--- src/ldssc_pkg.sv ---
// Shared constants and types of the LED driver serial port and its host
package ldssc_pkg;

    // ------------------------------------------------------------------
    // Command word layout
    // ------------------------------------------------------------------
    localparam int unsigned CMD_W      = 16;
    localparam int unsigned DATA_W     = 8;
    localparam int unsigned ADDR_W     = 5;
    localparam int unsigned ADDR_LSB   = 8;
    localparam int unsigned ADDR_MSB   = 12;
    localparam int unsigned BIT_ZERO   = 13;
    localparam int unsigned BIT_RW     = 14;
    localparam int unsigned CNT_W      = 5;
    localparam logic [4:0]  WR_BITS    = 5'h10;
    localparam logic [4:0]  RD_BITS    = 5'h08;
    localparam logic [4:0]  CNT_MAX    = 5'h1F;
    localparam int unsigned NUM_REGS   = 32;
    localparam int unsigned NUM_DIGITS = 8;

    // ------------------------------------------------------------------
    // Register addresses
    // ------------------------------------------------------------------
    localparam logic [4:0] ADDR_NOOP      = 5'h00;
    localparam logic [4:0] ADDR_DIGIT0    = 5'h01;
    localparam logic [4:0] ADDR_DECODE    = 5'h09;
    localparam logic [4:0] ADDR_INTENSITY = 5'h0A;
    localparam logic [4:0] ADDR_SCAN      = 5'h0B;
    localparam logic [4:0] ADDR_SHUTDOWN  = 5'h0C;
    localparam logic [4:0] ADDR_UNUSED    = 5'h0D;
    localparam logic [4:0] ADDR_FEATURE   = 5'h0E;
    localparam logic [4:0] ADDR_TEST      = 5'h0F;
    localparam logic [4:0] ADDR_LAST_WR   = 5'h13;

    // ------------------------------------------------------------------
    // Fields and reset values
    // ------------------------------------------------------------------
    localparam int unsigned SHDN_NORMAL_BIT = 0;
    localparam int unsigned SHDN_KEEP_BIT   = 7;
    localparam logic [7:0]  SHDN_MASK       = 8'h81;
    localparam logic [7:0]  REG_RESET       = 8'h00;
    localparam logic [7:0]  FEATURE_RESET   = 8'h00;

    // ------------------------------------------------------------------
    // Timing
    // ------------------------------------------------------------------
    localparam int unsigned SYS_PERIOD_NS = 25;
    localparam int unsigned HALF_NS       = 200;
    localparam int unsigned HALF_CYC_I    =
        (HALF_NS + SYS_PERIOD_NS - 1) / SYS_PERIOD_NS;
    localparam logic [3:0]  HALF_CYC      = HALF_CYC_I[3:0];

    // ------------------------------------------------------------------
    // Host sequencer states
    // ------------------------------------------------------------------
    typedef enum logic [2:0] {
        ST_IDLE  = 3'b000,
        ST_FALL  = 3'b001,
        ST_LO    = 3'b010,
        ST_HI    = 3'b011,
        ST_RISE  = 3'b100,
        ST_RD_LO = 3'b101,
        ST_RD_HI = 3'b110,
        ST_END   = 3'b111
    } ldssc_state_t;

endpackage : ldssc_pkg

--- src/ldssc_if.sv ---
// Serial link between the LED driver port and its host
`timescale 1ns/100ps
interface ldssc_if;
    logic shift_clk;
    logic load_strobe;
    logic serial_data_in;
    logic serial_data_out;

    modport dev (
        input  shift_clk,
        input  load_strobe,
        input  serial_data_in,
        output serial_data_out
    );

    modport host (
        output shift_clk,
        output load_strobe,
        output serial_data_in,
        input  serial_data_out
    );
endinterface : ldssc_if

--- src/ldssc_dev.sv ---
// Device end: serial command port, register file and shutdown control
//
// Functional notes
// - Sample serial input on shift clock rise
// - Strobe fall starts access, rise commits it
// - Host clocks sixteen write or eight read bits
// - Data 0-7, address 8-12, 13 zero, 14 read
// - Bit 0 or bit 8 first, bit 15 last
// - Read data MSB first after strobe rise
// - Host keeps strobe high while reading data
// - Reset clears registers, blanks, enters shutdown
// - Host programs all registers after power-up; ldssc_host only sends the one access requested on i_start
// - Defaults: one digit, no decode, minimum intensity
// - Shutdown switches off all segment and digit drivers
// - Digit registers kept during shutdown
// - Shutdown write with bit7 low clears feature
// - Shutdown write with bit7 high keeps feature
// - External clock: host sets bit7 on shutdown writes
// - Shutdown register at 0x0C, codes 00/01/80/81
// - Shutdown bit0 selects normal, bits 6-1 ignored
`timescale 1ns/100ps
module ldssc_dev (
    // System
    input  wire logic                i_sys_clk,
    input  wire logic                i_rst,
    // Serial link
    ldssc_if.dev                     link,
    // Display control
    output logic                     o_normal_op,
    output logic                     o_drivers_off,
    output logic [7:0]               o_decode_en,
    output logic [7:0]               o_intensity,
    output logic [7:0]               o_scan_limit,
    output logic [7:0]               o_feature,
    output logic [7:0]               o_test_mode,
    output logic [63:0]              o_digits,
    // Write notification
    output logic                     o_wr_pulse,
    output logic [4:0]               o_wr_addr,
    output logic [7:0]               o_wr_data
);

    // ------------------------------------------------------------------
    // Input synchronisers
    // ------------------------------------------------------------------
    logic [2:0] clk_sync_r;
    logic [2:0] ld_sync_r;
    logic [1:0] sdi_sync_r;

    always_ff @(posedge i_sys_clk or posedge i_rst) begin
        if (i_rst) begin
            clk_sync_r <= 3'h0;
            ld_sync_r  <= 3'h7;
            sdi_sync_r <= 2'h0;
        end else begin
            clk_sync_r <= {clk_sync_r[1:0], link.shift_clk};
            ld_sync_r  <= {ld_sync_r[1:0], link.load_strobe};
            sdi_sync_r <= {sdi_sync_r[0], link.serial_data_in};
        end
    end

    wire sclk_rise = clk_sync_r[1] & ~clk_sync_r[2];
    wire ld_fall   = ~ld_sync_r[1] & ld_sync_r[2];
    wire ld_rise   = ld_sync_r[1] & ~ld_sync_r[2];
    wire ld_low    = ~ld_sync_r[1];
    wire sdi_bit   = sdi_sync_r[1];

    // ------------------------------------------------------------------
    // Command shifter
    // ------------------------------------------------------------------
    logic [15:0] shift_r;
    logic [15:0] shift_nxt;
    logic [4:0]  cnt_r;
    logic [4:0]  cnt_nxt;

    // Bits enter at the top and move down, so bit 0 ends in place
    wire shift_en = sclk_rise & ld_low;
    wire cnt_sat  = (cnt_r == ldssc_pkg::CNT_MAX);

    assign shift_nxt = shift_en ? {sdi_bit, shift_r[15:1]}
                                : shift_r;
    assign cnt_nxt   = ld_fall  ? 5'h00 :
                       (shift_en & ~cnt_sat) ? cnt_r + 5'h01 :
                       cnt_r;

    always_ff @(posedge i_sys_clk or posedge i_rst) begin
        if (i_rst) begin
            shift_r <= 16'h0000;
            cnt_r   <= 5'h00;
        end else begin
            shift_r <= shift_nxt;
            cnt_r   <= cnt_nxt;
        end
    end

    // ------------------------------------------------------------------
    // Command decode
    // ------------------------------------------------------------------
    wire [4:0] cmd_addr = shift_r[ldssc_pkg::ADDR_MSB:ldssc_pkg::ADDR_LSB];
    wire [7:0] cmd_data = shift_r[7:0];
    wire       cmd_rd   = shift_r[ldssc_pkg::BIT_RW];
    wire       cmd_z_ok = ~shift_r[ldssc_pkg::BIT_ZERO];

    wire wr_commit = ld_rise & cmd_z_ok & ~cmd_rd &
                     (cnt_r == ldssc_pkg::WR_BITS);
    wire rd_commit = ld_rise & cmd_z_ok & cmd_rd &
                     (cnt_r == ldssc_pkg::RD_BITS);

    wire addr_wr_ok = (cmd_addr != ldssc_pkg::ADDR_NOOP) &
                      (cmd_addr != ldssc_pkg::ADDR_UNUSED) &
                      (cmd_addr <= ldssc_pkg::ADDR_LAST_WR);
    wire wr_en      = wr_commit & addr_wr_ok;
    wire shdn_wr    = wr_en & (cmd_addr == ldssc_pkg::ADDR_SHUTDOWN);
    // Feature cleared on any shutdown write with the keep bit low
    wire feat_clr   = shdn_wr &
                      ~cmd_data[ldssc_pkg::SHDN_KEEP_BIT];
    wire [7:0] shdn_val = cmd_data & ldssc_pkg::SHDN_MASK;

    // ------------------------------------------------------------------
    // Register file
    // ------------------------------------------------------------------
    logic [7:0] regs_r [0:ldssc_pkg::NUM_REGS-1];

    genvar gi;
    generate
        for (gi = 0; gi < ldssc_pkg::NUM_REGS; gi++) begin : g_reg
            localparam logic [4:0] IDX = 5'(gi);
            wire hit  = wr_en & (cmd_addr == IDX);
            wire clr  = feat_clr & (IDX == ldssc_pkg::ADDR_FEATURE);
            wire [7:0] wval = (IDX == ldssc_pkg::ADDR_SHUTDOWN) ?
                              shdn_val : cmd_data;
            // All defaults are zero: shutdown, one digit, no decode
            always_ff @(posedge i_sys_clk or posedge i_rst) begin
                if (i_rst) begin
                    regs_r[gi] <= ldssc_pkg::REG_RESET;
                end else if (hit) begin
                    regs_r[gi] <= wval;
                end else if (clr) begin
                    regs_r[gi] <= ldssc_pkg::FEATURE_RESET;
                end
            end
        end
    endgenerate

    // ------------------------------------------------------------------
    // Read-back shifter
    // ------------------------------------------------------------------
    logic [7:0] rd_sh_r;
    logic [7:0] rd_sh_nxt;
    logic [3:0] rd_cnt_r;
    logic [3:0] rd_cnt_nxt;
    logic       rd_act_r;
    logic       rd_act_nxt;
    logic       sdo_r;
    logic       sdo_nxt;

    // Output moves only while the strobe stays high after the command
    wire rd_step = rd_act_r & sclk_rise & ~ld_low;

    assign rd_act_nxt = rd_commit ? 1'b1 :
                        (ld_fall | (rd_step & rd_cnt_r == 4'h7)) ? 1'b0 :
                        rd_act_r;
    assign rd_sh_nxt  = rd_commit ? regs_r[cmd_addr] :
                        rd_step   ? {rd_sh_r[6:0], 1'b0} :
                        rd_sh_r;
    assign rd_cnt_nxt = rd_commit ? 4'h0 :
                        rd_step   ? rd_cnt_r + 4'h1 :
                        rd_cnt_r;
    assign sdo_nxt    = rd_step ? rd_sh_r[7] : sdo_r;

    always_ff @(posedge i_sys_clk or posedge i_rst) begin
        if (i_rst) begin
            rd_sh_r  <= 8'h00;
            rd_cnt_r <= 4'h0;
            rd_act_r <= 1'b0;
            sdo_r    <= 1'b0;
        end else begin
            rd_sh_r  <= rd_sh_nxt;
            rd_cnt_r <= rd_cnt_nxt;
            rd_act_r <= rd_act_nxt;
            sdo_r    <= sdo_nxt;
        end
    end

    assign link.serial_data_out = sdo_r;

    // ------------------------------------------------------------------
    // Write notification
    // ------------------------------------------------------------------
    logic       wr_pulse_r;
    logic [4:0] wr_addr_r;
    logic [7:0] wr_data_r;

    always_ff @(posedge i_sys_clk or posedge i_rst) begin
        if (i_rst) begin
            wr_pulse_r <= 1'b0;
            wr_addr_r  <= 5'h00;
            wr_data_r  <= 8'h00;
        end else begin
            wr_pulse_r <= wr_en;
            wr_addr_r  <= wr_en ? cmd_addr : wr_addr_r;
            wr_data_r  <= wr_en ? cmd_data : wr_data_r;
        end
    end

    // ------------------------------------------------------------------
    // Display control outputs
    // ------------------------------------------------------------------
    wire [7:0] shdn_reg = regs_r[ldssc_pkg::ADDR_SHUTDOWN];

    assign o_normal_op   = shdn_reg[ldssc_pkg::SHDN_NORMAL_BIT];
    assign o_drivers_off = ~shdn_reg[ldssc_pkg::SHDN_NORMAL_BIT];
    assign o_decode_en   = regs_r[ldssc_pkg::ADDR_DECODE];
    assign o_intensity   = regs_r[ldssc_pkg::ADDR_INTENSITY];
    assign o_scan_limit  = regs_r[ldssc_pkg::ADDR_SCAN];
    assign o_feature     = regs_r[ldssc_pkg::ADDR_FEATURE];
    assign o_test_mode   = regs_r[ldssc_pkg::ADDR_TEST];
    assign o_wr_pulse    = wr_pulse_r;
    assign o_wr_addr     = wr_addr_r;
    assign o_wr_data     = wr_data_r;

    // Digit contents are untouched by shutdown
    generate
        for (gi = 0; gi < ldssc_pkg::NUM_DIGITS; gi++) begin : g_dig
            assign o_digits[gi*8 +: 8] =
                regs_r[ldssc_pkg::ADDR_DIGIT0 + gi];
        end
    endgenerate

endmodule : ldssc_dev

--- src/flat_wrapper.sv ---
// flat-port wrapper written by rule: the top's interface ports become plain ports
module ldssc_dev_flat 
  (i_sys_clk, i_rst, o_normal_op, o_drivers_off, o_decode_en, o_intensity, o_scan_limit, o_feature, o_test_mode, o_digits, o_wr_pulse, o_wr_addr, o_wr_data, link_shift_clk, link_load_strobe, link_serial_data_in, link_serial_data_out);
  ldssc_if link_i ();
  input  wire logic i_sys_clk;
  input  wire logic i_rst;
  output logic o_normal_op;
  output logic o_drivers_off;
  output logic [7:0] o_decode_en;
  output logic [7:0] o_intensity;
  output logic [7:0] o_scan_limit;
  output logic [7:0] o_feature;
  output logic [7:0] o_test_mode;
  output logic [63:0] o_digits;
  output logic o_wr_pulse;
  output logic [4:0] o_wr_addr;
  output logic [7:0] o_wr_data;
  input wire logic [$bits(link_i.shift_clk)-1:0] link_shift_clk;
  input wire logic [$bits(link_i.load_strobe)-1:0] link_load_strobe;
  input wire logic [$bits(link_i.serial_data_in)-1:0] link_serial_data_in;
  output wire logic [$bits(link_i.serial_data_out)-1:0] link_serial_data_out;
  assign link_i.shift_clk = link_shift_clk;
  assign link_i.load_strobe = link_load_strobe;
  assign link_i.serial_data_in = link_serial_data_in;
  assign link_serial_data_out = link_i.serial_data_out;
  ldssc_dev u_core (.i_sys_clk(i_sys_clk), .i_rst(i_rst), .link(link_i), .o_normal_op(o_normal_op), .o_drivers_off(o_drivers_off), .o_decode_en(o_decode_en), .o_intensity(o_intensity), .o_scan_limit(o_scan_limit), .o_feature(o_feature), .o_test_mode(o_test_mode), .o_digits(o_digits), .o_wr_pulse(o_wr_pulse), .o_wr_addr(o_wr_addr), .o_wr_data(o_wr_data));
endmodule
--- config.mk ---
export PLATFORM = sky130hd
export DESIGN_NAME = ldssc_dev_flat
export DESIGN_NICKNAME = d
export VERILOG_FILES = /design/src/ldssc_pkg.sv /design/src/ldssc_if.sv /design/src/ldssc_dev.sv /design/src/flat_wrapper.sv
export SDC_FILE = /design/constraint.sdc
export NUM_CORES = 1
export LEC_CHECK = 0
export ABC_AREA = 1
export BUFFER_PORTS_ARGS = -buffer_cell sky130_fd_sc_hd__buf_2
export CORE_ASPECT_RATIO = 1.75
export CORE_MARGIN = 1
export CORE_UTILIZATION = 30
export DETAILED_ROUTE_END_ITERATION = 10
export GPL_ROUTABILITY_DRIVEN = 0
export PLACE_DENSITY_LB_ADDON = 0.12
export SLEW_MARGIN = 20
export SYNTH_ARGS = -nofsm -noshare
export SYNTH_HDL_FRONTEND = slang
export SYNTH_SLANG_ARGS = --single-unit
--- constraint.sdc ---
create_clock -name i_sys_clk -period 8.6 [get_ports i_sys_clk]
set_input_delay 0.86 -clock i_sys_clk [delete_from_list [all_inputs] [get_ports i_sys_clk]]
set_output_delay 0.86 -clock i_sys_clk [all_outputs]
set_load 0.02 [all_outputs]
== Yosys cells after proc, flatten, opt, wreduce, memory -nomap -nowiden ==
Cells that the tools add are included.

* Eq/ne operators: 36
* Reductions and logical operators: 6
* $add $sub $neg: 2
* $lt $le $gt $ge: 2
* Multiplexer cells: 13
* Bitwise gates (word level): 59

{| class="wikitable"
|+ Operators with widths
! kind !! number
|-
| == test 5 bit (second input constant) || 18
|-
| AND 1 bit || 49
|-
| two-way mux 8 bit || 6
|-
| == test 5 x 4 -> 1 bit (second input constant) || 9
|-
| binary-select mux 8 bit (select 5 bit) || 1
|-
| == test 5 x 3 -> 1 bit (second input constant) || 4
|-
| == test 5 x 2 -> 1 bit (second input constant) || 2
|-
| two-way mux 5 bit || 2
|-
| two-way mux 4 bit || 2
|-
| NOT 1 bit || 8
|-
| nonzero test 2 bit || 4
|-
| greater-or-equal comparator 6 bit (second input constant) || 1
|-
| NOT 5 -> 6 bit || 1
|-
| adder 5 x 1 -> 5 bit (second input constant) || 1
|-
| == test 5 x 1 -> 1 bit (second input constant) || 1
|-
| less-or-equal comparator 5 bit (second input constant) || 1
|-
| zero test 5 bit || 1
|-
| inequality test 5 x 4 -> 1 bit (second input constant) || 1
|-
| nonzero test 5 bit || 1
|-
| adder 4 x 1 -> 4 bit (second input constant) || 1
|-
| == test 4 x 3 -> 1 bit (second input constant) || 1
|-
| two-way mux 1 bit || 2
|-
| OR 1 bit || 1
|}

* Input port bits: 5
* Flip-flop bits (word level): 307
* Output and inout bits: 121
* Word-level logic and storage cells: 162

== Longest topological paths before layout ==
Gate-level depths: netlist (run 1).

* Depth in word-level cells: 10
* Gate-level depth with buffers: 14

== Least setup slack after synthesis (run 1) ==
No wires, ideal clock.

* Path kind: register to register
* Start point: register u_core.ld_sync_r[1]
* End point: register u_core.regs_r[120] (netlist name)
* Slack: 6,783 ps
* Clock period less this slack: 1,817 ps
* Path buffers: 2
* Cell stages (with the launch flop): 10
* Arrival time: 1,693 ps
* Cells stage by stage: dfstp_2 inv_1 nor3_1 nand4_1 nor2_4 buf_12 nand3_4 buf_6 nand2_1 o21ai_2

* Longest elaborated chain between the ends: 6

{| class="wikitable"
|+ RTL lines
! what !! RTL line !! RTL
|-
| start, declared || ldssc_dev.sv:47 || <nowiki>logic [2:0] ld_sync_r;</nowiki>
|-
| start signal, assigned || ldssc_dev.sv:57 || <nowiki>ld_sync_r <= {ld_sync_r[1:0], link.load_strobe};</nowiki>
|-
| AND 1 bit || ldssc_dev.sv:64 || <nowiki>wire ld_rise = ld_sync_r[1] & ~ld_sync_r[2];</nowiki>
|-
| AND 1 bit (3 in series) || ldssc_dev.sv:104 || <nowiki>wire wr_commit = ld_rise & cmd_z_ok & ~cmd_rd &</nowiki>
|-
| AND 1 bit || ldssc_dev.sv:112 || <nowiki>wire wr_en = wr_commit & addr_wr_ok;</nowiki>
|-
| AND 1 bit || ldssc_dev.sv:128 || <nowiki>wire hit = wr_en & (cmd_addr == IDX);</nowiki>
|-
| end signal, assigned by index || ldssc_dev.sv:135 || <nowiki>regs_r[gi] <= ldssc_pkg::REG_RESET;</nowiki>
|-
| end signal, assigned by index || ldssc_dev.sv:137 || <nowiki>regs_r[gi] <= wval;</nowiki>
|-
| end signal, assigned by index || ldssc_dev.sv:139 || <nowiki>regs_r[gi] <= ldssc_pkg::FEATURE_RESET;</nowiki>
|-
| end, declared || ldssc_dev.sv:122 || <nowiki>logic [7:0] regs_r [0:ldssc_pkg::NUM_REGS-1];</nowiki>
|}

Every way passes these cells.
A chain may end at the register's enable or synchronous reset.

== Final worst setup path (run 1) ==
* Start point: register u_core.shift_r[8]
* End point: register u_core.regs_r (netlist bit u_core.o_feature[5])

* Longest elaborated chain between the ends: 7

{| class="wikitable"
|+ RTL lines
! what !! RTL line !! RTL
|-
| start, declared || ldssc_dev.sv:71 || <nowiki>logic [15:0] shift_r;</nowiki>
|-
| start signal, assigned || ldssc_dev.sv:91 || <nowiki>shift_r <= shift_nxt;</nowiki>
|-
| parallel branches: the longest is 7 deep, another holds less-or-equal comparator 5 bit || -- ||
|}

Several ways; the timed one is not identified.

==> results of run 1 <==
power by group through the flow:
stage,Clock (mW),Combinational (mW),Sequential [mW]
floorplan,0,0.206,1.49
global placement,0,0.290,1.51
detailed placement,0,0.292,1.51
CTS,1.56,0.293,1.49
global route,1.61,0.315,1.49
finish,1.52,0.286,1.49
cell usage after synthesis, drive strengths merged (2+ instances only):
master	count	share of area
a21oi	21	0.0074
buf	151	0.079
clkbuf	142	0.038
dfrtp	304	0.54
dfstp	3	0.0055
ha	4	0.0035
inv	46	0.012
nand2	730	0.20
nand3	55	0.021
nand4	6	0.0026
nor2	62	0.019
nor3	12	0.0046
o211ai	5	0.0026
o21ai	172	0.065
or2	2	0.00088
kinds of logic after synthesis:
family	after synthesis	synth area share
and+or+nand+nor	869	0.251
buffers and inverters	340	0.129
DFF	307	0.541
AOI/OAI and AO/OA	198	0.0748
adders and majority gates	4	0.00352
xor gates and xnor gates	1	0.000616
routing by layer:
| layer | routed length (um) | share of wire |
|---|---|---|
| met1 | 17300 | 0.41 |
| met2 | 21700 | 0.52 |
| met3 | 1580 | 0.038 |
| met4 | 1420 | 0.034 |
| met5 | 0 | 0 |
final cells by class:
cell class | count | area (um^2)
repair buffers | 139 | 763
fillers | 4884 | 31600
inverters | 47 | 183
multi-input cells | 1072 | 4690
clock inverters | 8 | 96.3
well taps | 588 | 736
clock buffers | 51 | 1060
flip-flops and latches | 307 | 7690
critical path: stages, from the launching register on:
cell                      delay [ns]
sky130_fd_sc_hd__dfrtp_2        0.86
sky130_fd_sc_hd__buf_4          0.59
sky130_fd_sc_hd__nor2_4         0.17
sky130_fd_sc_hd__inv_2          0.14
sky130_fd_sc_hd__nor2_2         0.07
sky130_fd_sc_hd__nand2_1        0.07
sky130_fd_sc_hd__nand3_2        0.10
sky130_fd_sc_hd__nor2_4         0.86
sky130_fd_sc_hd__nand3_1        0.50
sky130_fd_sc_hd__nand3_1        0.19
sky130_fd_sc_hd__nand2_1        0.07
path summary, 6_finish.rpt:
path,from,endpoint,slack (ns),cells past startpoint
worst max-delay path,u_core.shift_r[8],u_core.o_feature[5],4.79,10
min in group asynchronous,i_rst,u_core.o_wr_addr[4],0.42,3
worst min register to register,u_core.clk_sync_r[0],u_core.clk_sync_r[1],0.35,0
worst max register to register,u_core.shift_r[8],u_core.o_feature[5],4.79,10
worst min-delay path,u_core.clk_sync_r[0],u_core.clk_sync_r[1],0.35,0
max in group asynchronous,i_rst,u_core.o_digits[26],6.34,5
metrics by stage:
stage	power (mW)	instances	hold slack (ns)	cell area, um^2	setup WS [ns]
floorplan	1.70	1719	0.331	14200	3.66
global placement	1.80	2152	0.332	14000	4.82
detailed placement	1.80	2152	0.335	14000	4.78
CTS	3.34	2211	0.348	15200	4.76
global route	3.42	2212	0.359	15200	4.54
finish	3.29	2212	0.346	15200	4.79
==> flow_summary.json, run 1 <==
{
  "status": "complete, but fails checks",
  "violated_checks": "design-rule violations",
  "grt_util_met2": 0.321,
  "clock_power_share": 0.461,
  "worst-slew-pin-transition_ns": 1.12,
  "comb_pwr_share": 0.087,
  "syn_to_layout_area_delta_pct": 7.03,
  "detail_route.drc_violations": 11,
  "tritoncts_clock_tree": "built",
  "postSynth.asyncResetShare": 1.00,
  "floorplan.initialDensity": 0.304,
  "synth-seq-cells": 307,
  "grt_pass1_wl_um": 64600,
  "n_antenna_cell": 0,
  "gr-total-overflow": 0,
  "core.rowCount": 105,
  "grt_pass1_vias": 10206,
  "finalCoreUtilization": 0.325,
  "synth.cell_area_um2": 14200,
  "crit_path_start_kind": "flip-flop",
  "synthesis.instances": 1719,
  "layout-drive-gt1-share": 0.156,
  "power.switching_mw": 0.876,
  "synth.distinct_cells": 35,
  "largest_reg_flops": 144,
  "timing.setup.tns_ns": 0,
  "slew_headroom": 0.251,
  "internal-power_mw": 2.41,
  "io_pins": 126,
  "design.die.area_um2": 48300,
  "routed_wl_um": 42000,
  "clock_tree.buffer_depth": 3,
  "layout_commonest_cell": "sky130_fd_sc_hd__nand2_1",
  "h_tree_lvls": 2,
  "route.antenna.remaining_nets": 0,
  "postCtsResizedCells": 0,
  "clk-insertion-delay-late_ns": 0.52,
  "hold_buffers": 0,
  "largest-register": "u_core.regs_r",
  "synth_fp_nets": 1728,
  "die_width_um": 167,
  "period_minus_slack_ns": 3.81,
  "buffer_ports.inserted": 125,
  "route.vias.total": 10009,
  "core_um2": 46800,
  "most_frequent_cells_in_the_layout": "713 x sky130_fd_sc_hd__nand2_1, 303 x sky130_fd_sc_hd__dfrtp_1, 125 x sky130_fd_sc_hd__buf_2",
  "viasPerCell": 4.52,
  "largest_net_degree_at_the_start_of_global_routing": 187,
  "cts_setup_buffers": 0,
  "global_route.usage.met1": 0.213,
  "ys_dominant_reg_cell": "sky130_fd_sc_hd__dfrtp_1",
  "globalRoute.busiestLayer": "met2",
  "drtIter0Drc": 697,
  "globalRouteTotalUtil": 0.178,
  "routedWlPerCell_um": 19.0,
  "fmax_ghz": 0.263,
  "fp.dieH_um": 290,
  "number_of_enable_type_register_cells_in_the_synthesized_netlist": 0,
  "synth_sequential_area_ratio": 0.541,
  "drv_slew": 0,
  "vdd_ir_drop_max_uv": 123,
  "rsz_0062_raised_after_global_routing": "no",
  "cellPowerDensity_nw_per_um2": 216,
  "numClockSinks": 307,
  "required_ns": 8.99,
  "finalHoldViolations": 0,
  "switching_share": 0.266,
  "path_max_fanout": 43,
  "crit_type": "flip-flop to flip-flop",
  "worst-endpoint-arrival_ns": 4.20,
  "total_leakage_power_nw": 8.00,
  "worst_hold_path_type": "flip-flop to flip-flop",
  "final_report_setup_violation_count": 0,
  "drt_pre_antenna_iters": 9,
  "dp.final_hpwl_um": 28300,
  "grt_use_met3": 0.0230,
  "maximum_clock_skew_at_final_layout_ns": 0.0200,
  "min_period_over_period": 0.443,
  "antenna_found_initial": 1,
  "maxCapViolCount": 0,
  "yosys_warnings": 0,
  "numCtsBuffers": 34,
  "fin_nets": 1610,
  "critical_path.endpoint_type": "flip-flop",
  "sequentialPowerShare": 0.452,
  "cts.reportedPaths.clkPinSlew_ns": 0.06,
  "mapped_avg_cell_area_um2": 8.27,
  "cts-root-buf": "sky130_fd_sc_hd__clkbuf_16"
}
(Power assumes the default switching activity.)
==> inputs of run 2 (changes only) <==
==> constraint.sdc (replaced) <==
create_clock -name i_sys_clk -period 3.7 [get_ports i_sys_clk]
set_input_delay 0.37 -clock i_sys_clk [delete_from_list [all_inputs] [get_ports i_sys_clk]]
set_output_delay 0.37 -clock i_sys_clk [all_outputs]
set_load 0.02 [all_outputs]
==> flow_summary.json, run 2 (synthesis gave the netlist of run 1 again) <==
{
  "status": "complete, but fails checks",
  "violated_checks": "design-rule violations",
  "timing.critical_path.mode_cell": "sky130_fd_sc_hd__inv_2",
  "min_period_over_period": 0.719,
  "most_frequent_cells_in_the_layout": "713 x sky130_fd_sc_hd__nand2_1, 303 x sky130_fd_sc_hd__dfrtp_1, 125 x sky130_fd_sc_hd__buf_2",
  "numClockSinks": 307,
  "cellPowerDensity_nw_per_um2": 492,
  "layout_commonest_cell": "sky130_fd_sc_hd__nand2_1",
  "die_width_um": 167,
  "grt_pass1_wl_um": 64500,
  "vdd_ir_drop_max_uv": 344,
  "clock_power_share": 0.444,
  "comb_pwr_share": 0.100,
  "final_cells": 2230,
  "worst-slew-pin-transition_ns": 1.13,
  "period_minus_slack_ns": 2.66,
  "internal-power_mw": 5.46,
  "slew_headroom": 0.246,
  "detail_route.drc_violations": 11,
  "maximum_clock_skew_at_final_layout_ns": 0.0239,
  "io_pins": 126,
  "globalRouteTotalUtil": 0.177,
  "tritoncts_clock_tree": "built",
  "critical_path.endpoint_type": "flip-flop",
  "postCtsResizedCells": 0,
  "final_report_setup_violation_count": 0,
  "floorplan.initialDensity": 0.304,
  "fp.dieH_um": 290,
  "path_max_fanout": 25,
  "reg2reg_from": "u_core.shift_r[9]",
  "crit_path_start_kind": "flip-flop",
  "dp.final_hpwl_um": 29100,
  "cts-root-buf": "sky130_fd_sc_hd__clkbuf_16",
  "maxCapViolCount": 0,
  "design.die.area_um2": 48300,
  "r2r-end": "u_core.o_feature[0]",
  "drv_slew": 0,
  "total_leakage_power_nw": 8.04,
  "worst-endpoint-arrival_ns": 3.20,
  "largest-register": "u_core.regs_r",
  "core_um2": 46800,
  "max_stage_delay_ns": 0.63,
  "final_critical_path_setup_slack_ns": 1.04,
  "crit_start": "u_core.shift_r[9]",
  "syn_to_layout_area_delta_pct": 7.52,
  "drt_pre_antenna_iters": 9,
  "ff2ff_path_depth": 9,
  "fmax_ghz": 0.376,
  "place_worst_setup_slack_ns": 0.964,
  "largest_reg_flops": 144,
  "drtIter0Drc": 857,
  "n_antenna_cell": 0,
  "layout-drive-gt1-share": 0.161,
  "buffer_ports.inserted": 125,
  "worst_hold_path_type": "input pin to async pin",
  "rsz_0062_raised_after_global_routing": "no",
  "cp.depth": 9,
  "numCtsBuffers": 31,
  "worst_path_max_delay_cell": "sky130_fd_sc_hd__nor2_4",
  "core.rowCount": 105,
  "h_tree_lvls": 1,
  "finalHoldViolations": 0,
  "clk-insertion-delay-late_ns": 0.59,
  "routedWlPerCell_um": 19.0,
  "required_ns": 4.23,
  "cells_traversed_along_the_worst_timing_path": "buf_4 -> inv_2 -> nor2_4 -> inv_2 -> nor3_1 -> nand2_2 -> inv_2 -> nand2_1 -> nand2_1",
  "route.antenna.remaining_nets": 0,
  "fin_nets": 1626,
  "switching_share": 0.273,
  "clock_tree.buffer_depth": 3,
  "hold_buffers": 4,
  "placed_cell_count": 2168,
  "antenna_found_initial": 0,
  "sequentialPowerShare": 0.456,
  "largest_net_degree_at_the_start_of_global_routing": 106,
  "cts_setup_buffers": 0,
  "grt_pass1_vias": 10162,
  "cp_num_buf_inv": 4,
  "critPathCapture": "u_core.o_feature[0]",
  "crit_type": "flip-flop to flip-flop",
  "viasPerCell": 4.51,
  "worst-r2r-setup-slack_ns": 1.04,
  "timing.critical_path.max_delay_family": "simple AND/OR/NAND/NOR gates",
  "gr-total-overflow": 0,
  "power.switching_mw": 2.05,
  "routed_wl_um": 42300,
  "cts.reportedPaths.clkPinSlew_ns": 0.07,
  "route.vias.total": 10055
}
run 2: cell count changes in the layout (fill, tap and decap cells not counted), sizes merged:
cell	change
buf	+15
bufinv	+1
clkbuf	-2
clkinv	-1
clkinvlp	+1
dlygate4sd3	+4
run 2: how the worst min path moves through the flow:
stage	start	endpoint	slack, ns	cells after the start
finish	i_rst	u_core.o_wr_data[6]	0.26	3
global route	i_rst	u_core.o_wr_data[1]	0.27	3
CTS	i_rst	u_core.o_wr_data[6]	0.25	3
detailed placement	i_rst	u_core.o_wr_data[6]	0.33	2
global placement	i_rst	u_core.o_wr_data[6]	0.33	2
floorplan	u_core.clk_sync_r[0]	u_core.clk_sync_r[1]	0.33	0
run 2: stage by stage:
| step | setup TNS (ns) | instance area [um^2] | util | total power, mW | hold slack [ns] |
|---|---|---|---|---|---|
| after floorplan | -228.77 | 14200 | - | 3.95 | 0.331 |
| after CTS | 0 | 15300 | 0.327 | 7.63 | 0.246 |
| final | 0 | 15300 | 0.327 | 7.51 | 0.264 |
| after detailed placement | 0 | 14200 | 0.303 | 4.25 | 0.334 |
| after global placement | 0 | 14200 | 0.303 | 4.25 | 0.333 |
| after global routing | 0 | 15300 | 0.327 | 7.80 | 0.267 |
run 2: layer usage:
layer  global-route usage  vias to the layer above  share of wire
li1                     -                     4992              -
met1                0.216                     4777           0.42
met2                0.313                      224           0.51
met3               0.0230                       62          0.040
met4               0.0707                        0          0.035
met5                    0                        -              0
run 2: power by group through the flow:
stage	clock network (mW)	logic, mW	registers, mW
6_report	3.34	0.750	3.42
5_1_grt	3.55	0.831	3.43
4_1_cts	3.44	0.768	3.42
3_5_place_dp	0	0.763	3.49
3_3_place_gp	0	0.761	3.49
2_1_floorplan	0	0.480	3.47
run 2: tightest hold or removal path, cell delays in order:
cell and delay, ns:
sky130_fd_sc_hd__dlygate4sd3_1 0.53, sky130_fd_sc_hd__buf_2 0.13, sky130_fd_sc_hd__clkinvlp_4 0.20
run 2: area by class of cell:
class                   count  area (um^2)
inverters                  47          183
well taps                 588          736
clock inverters             9          133
flip-flops and latches    307         7690
clock buffers              49          933
repair buffers            158          921
fillers                  4983        31500
multi-input cells        1072         4690
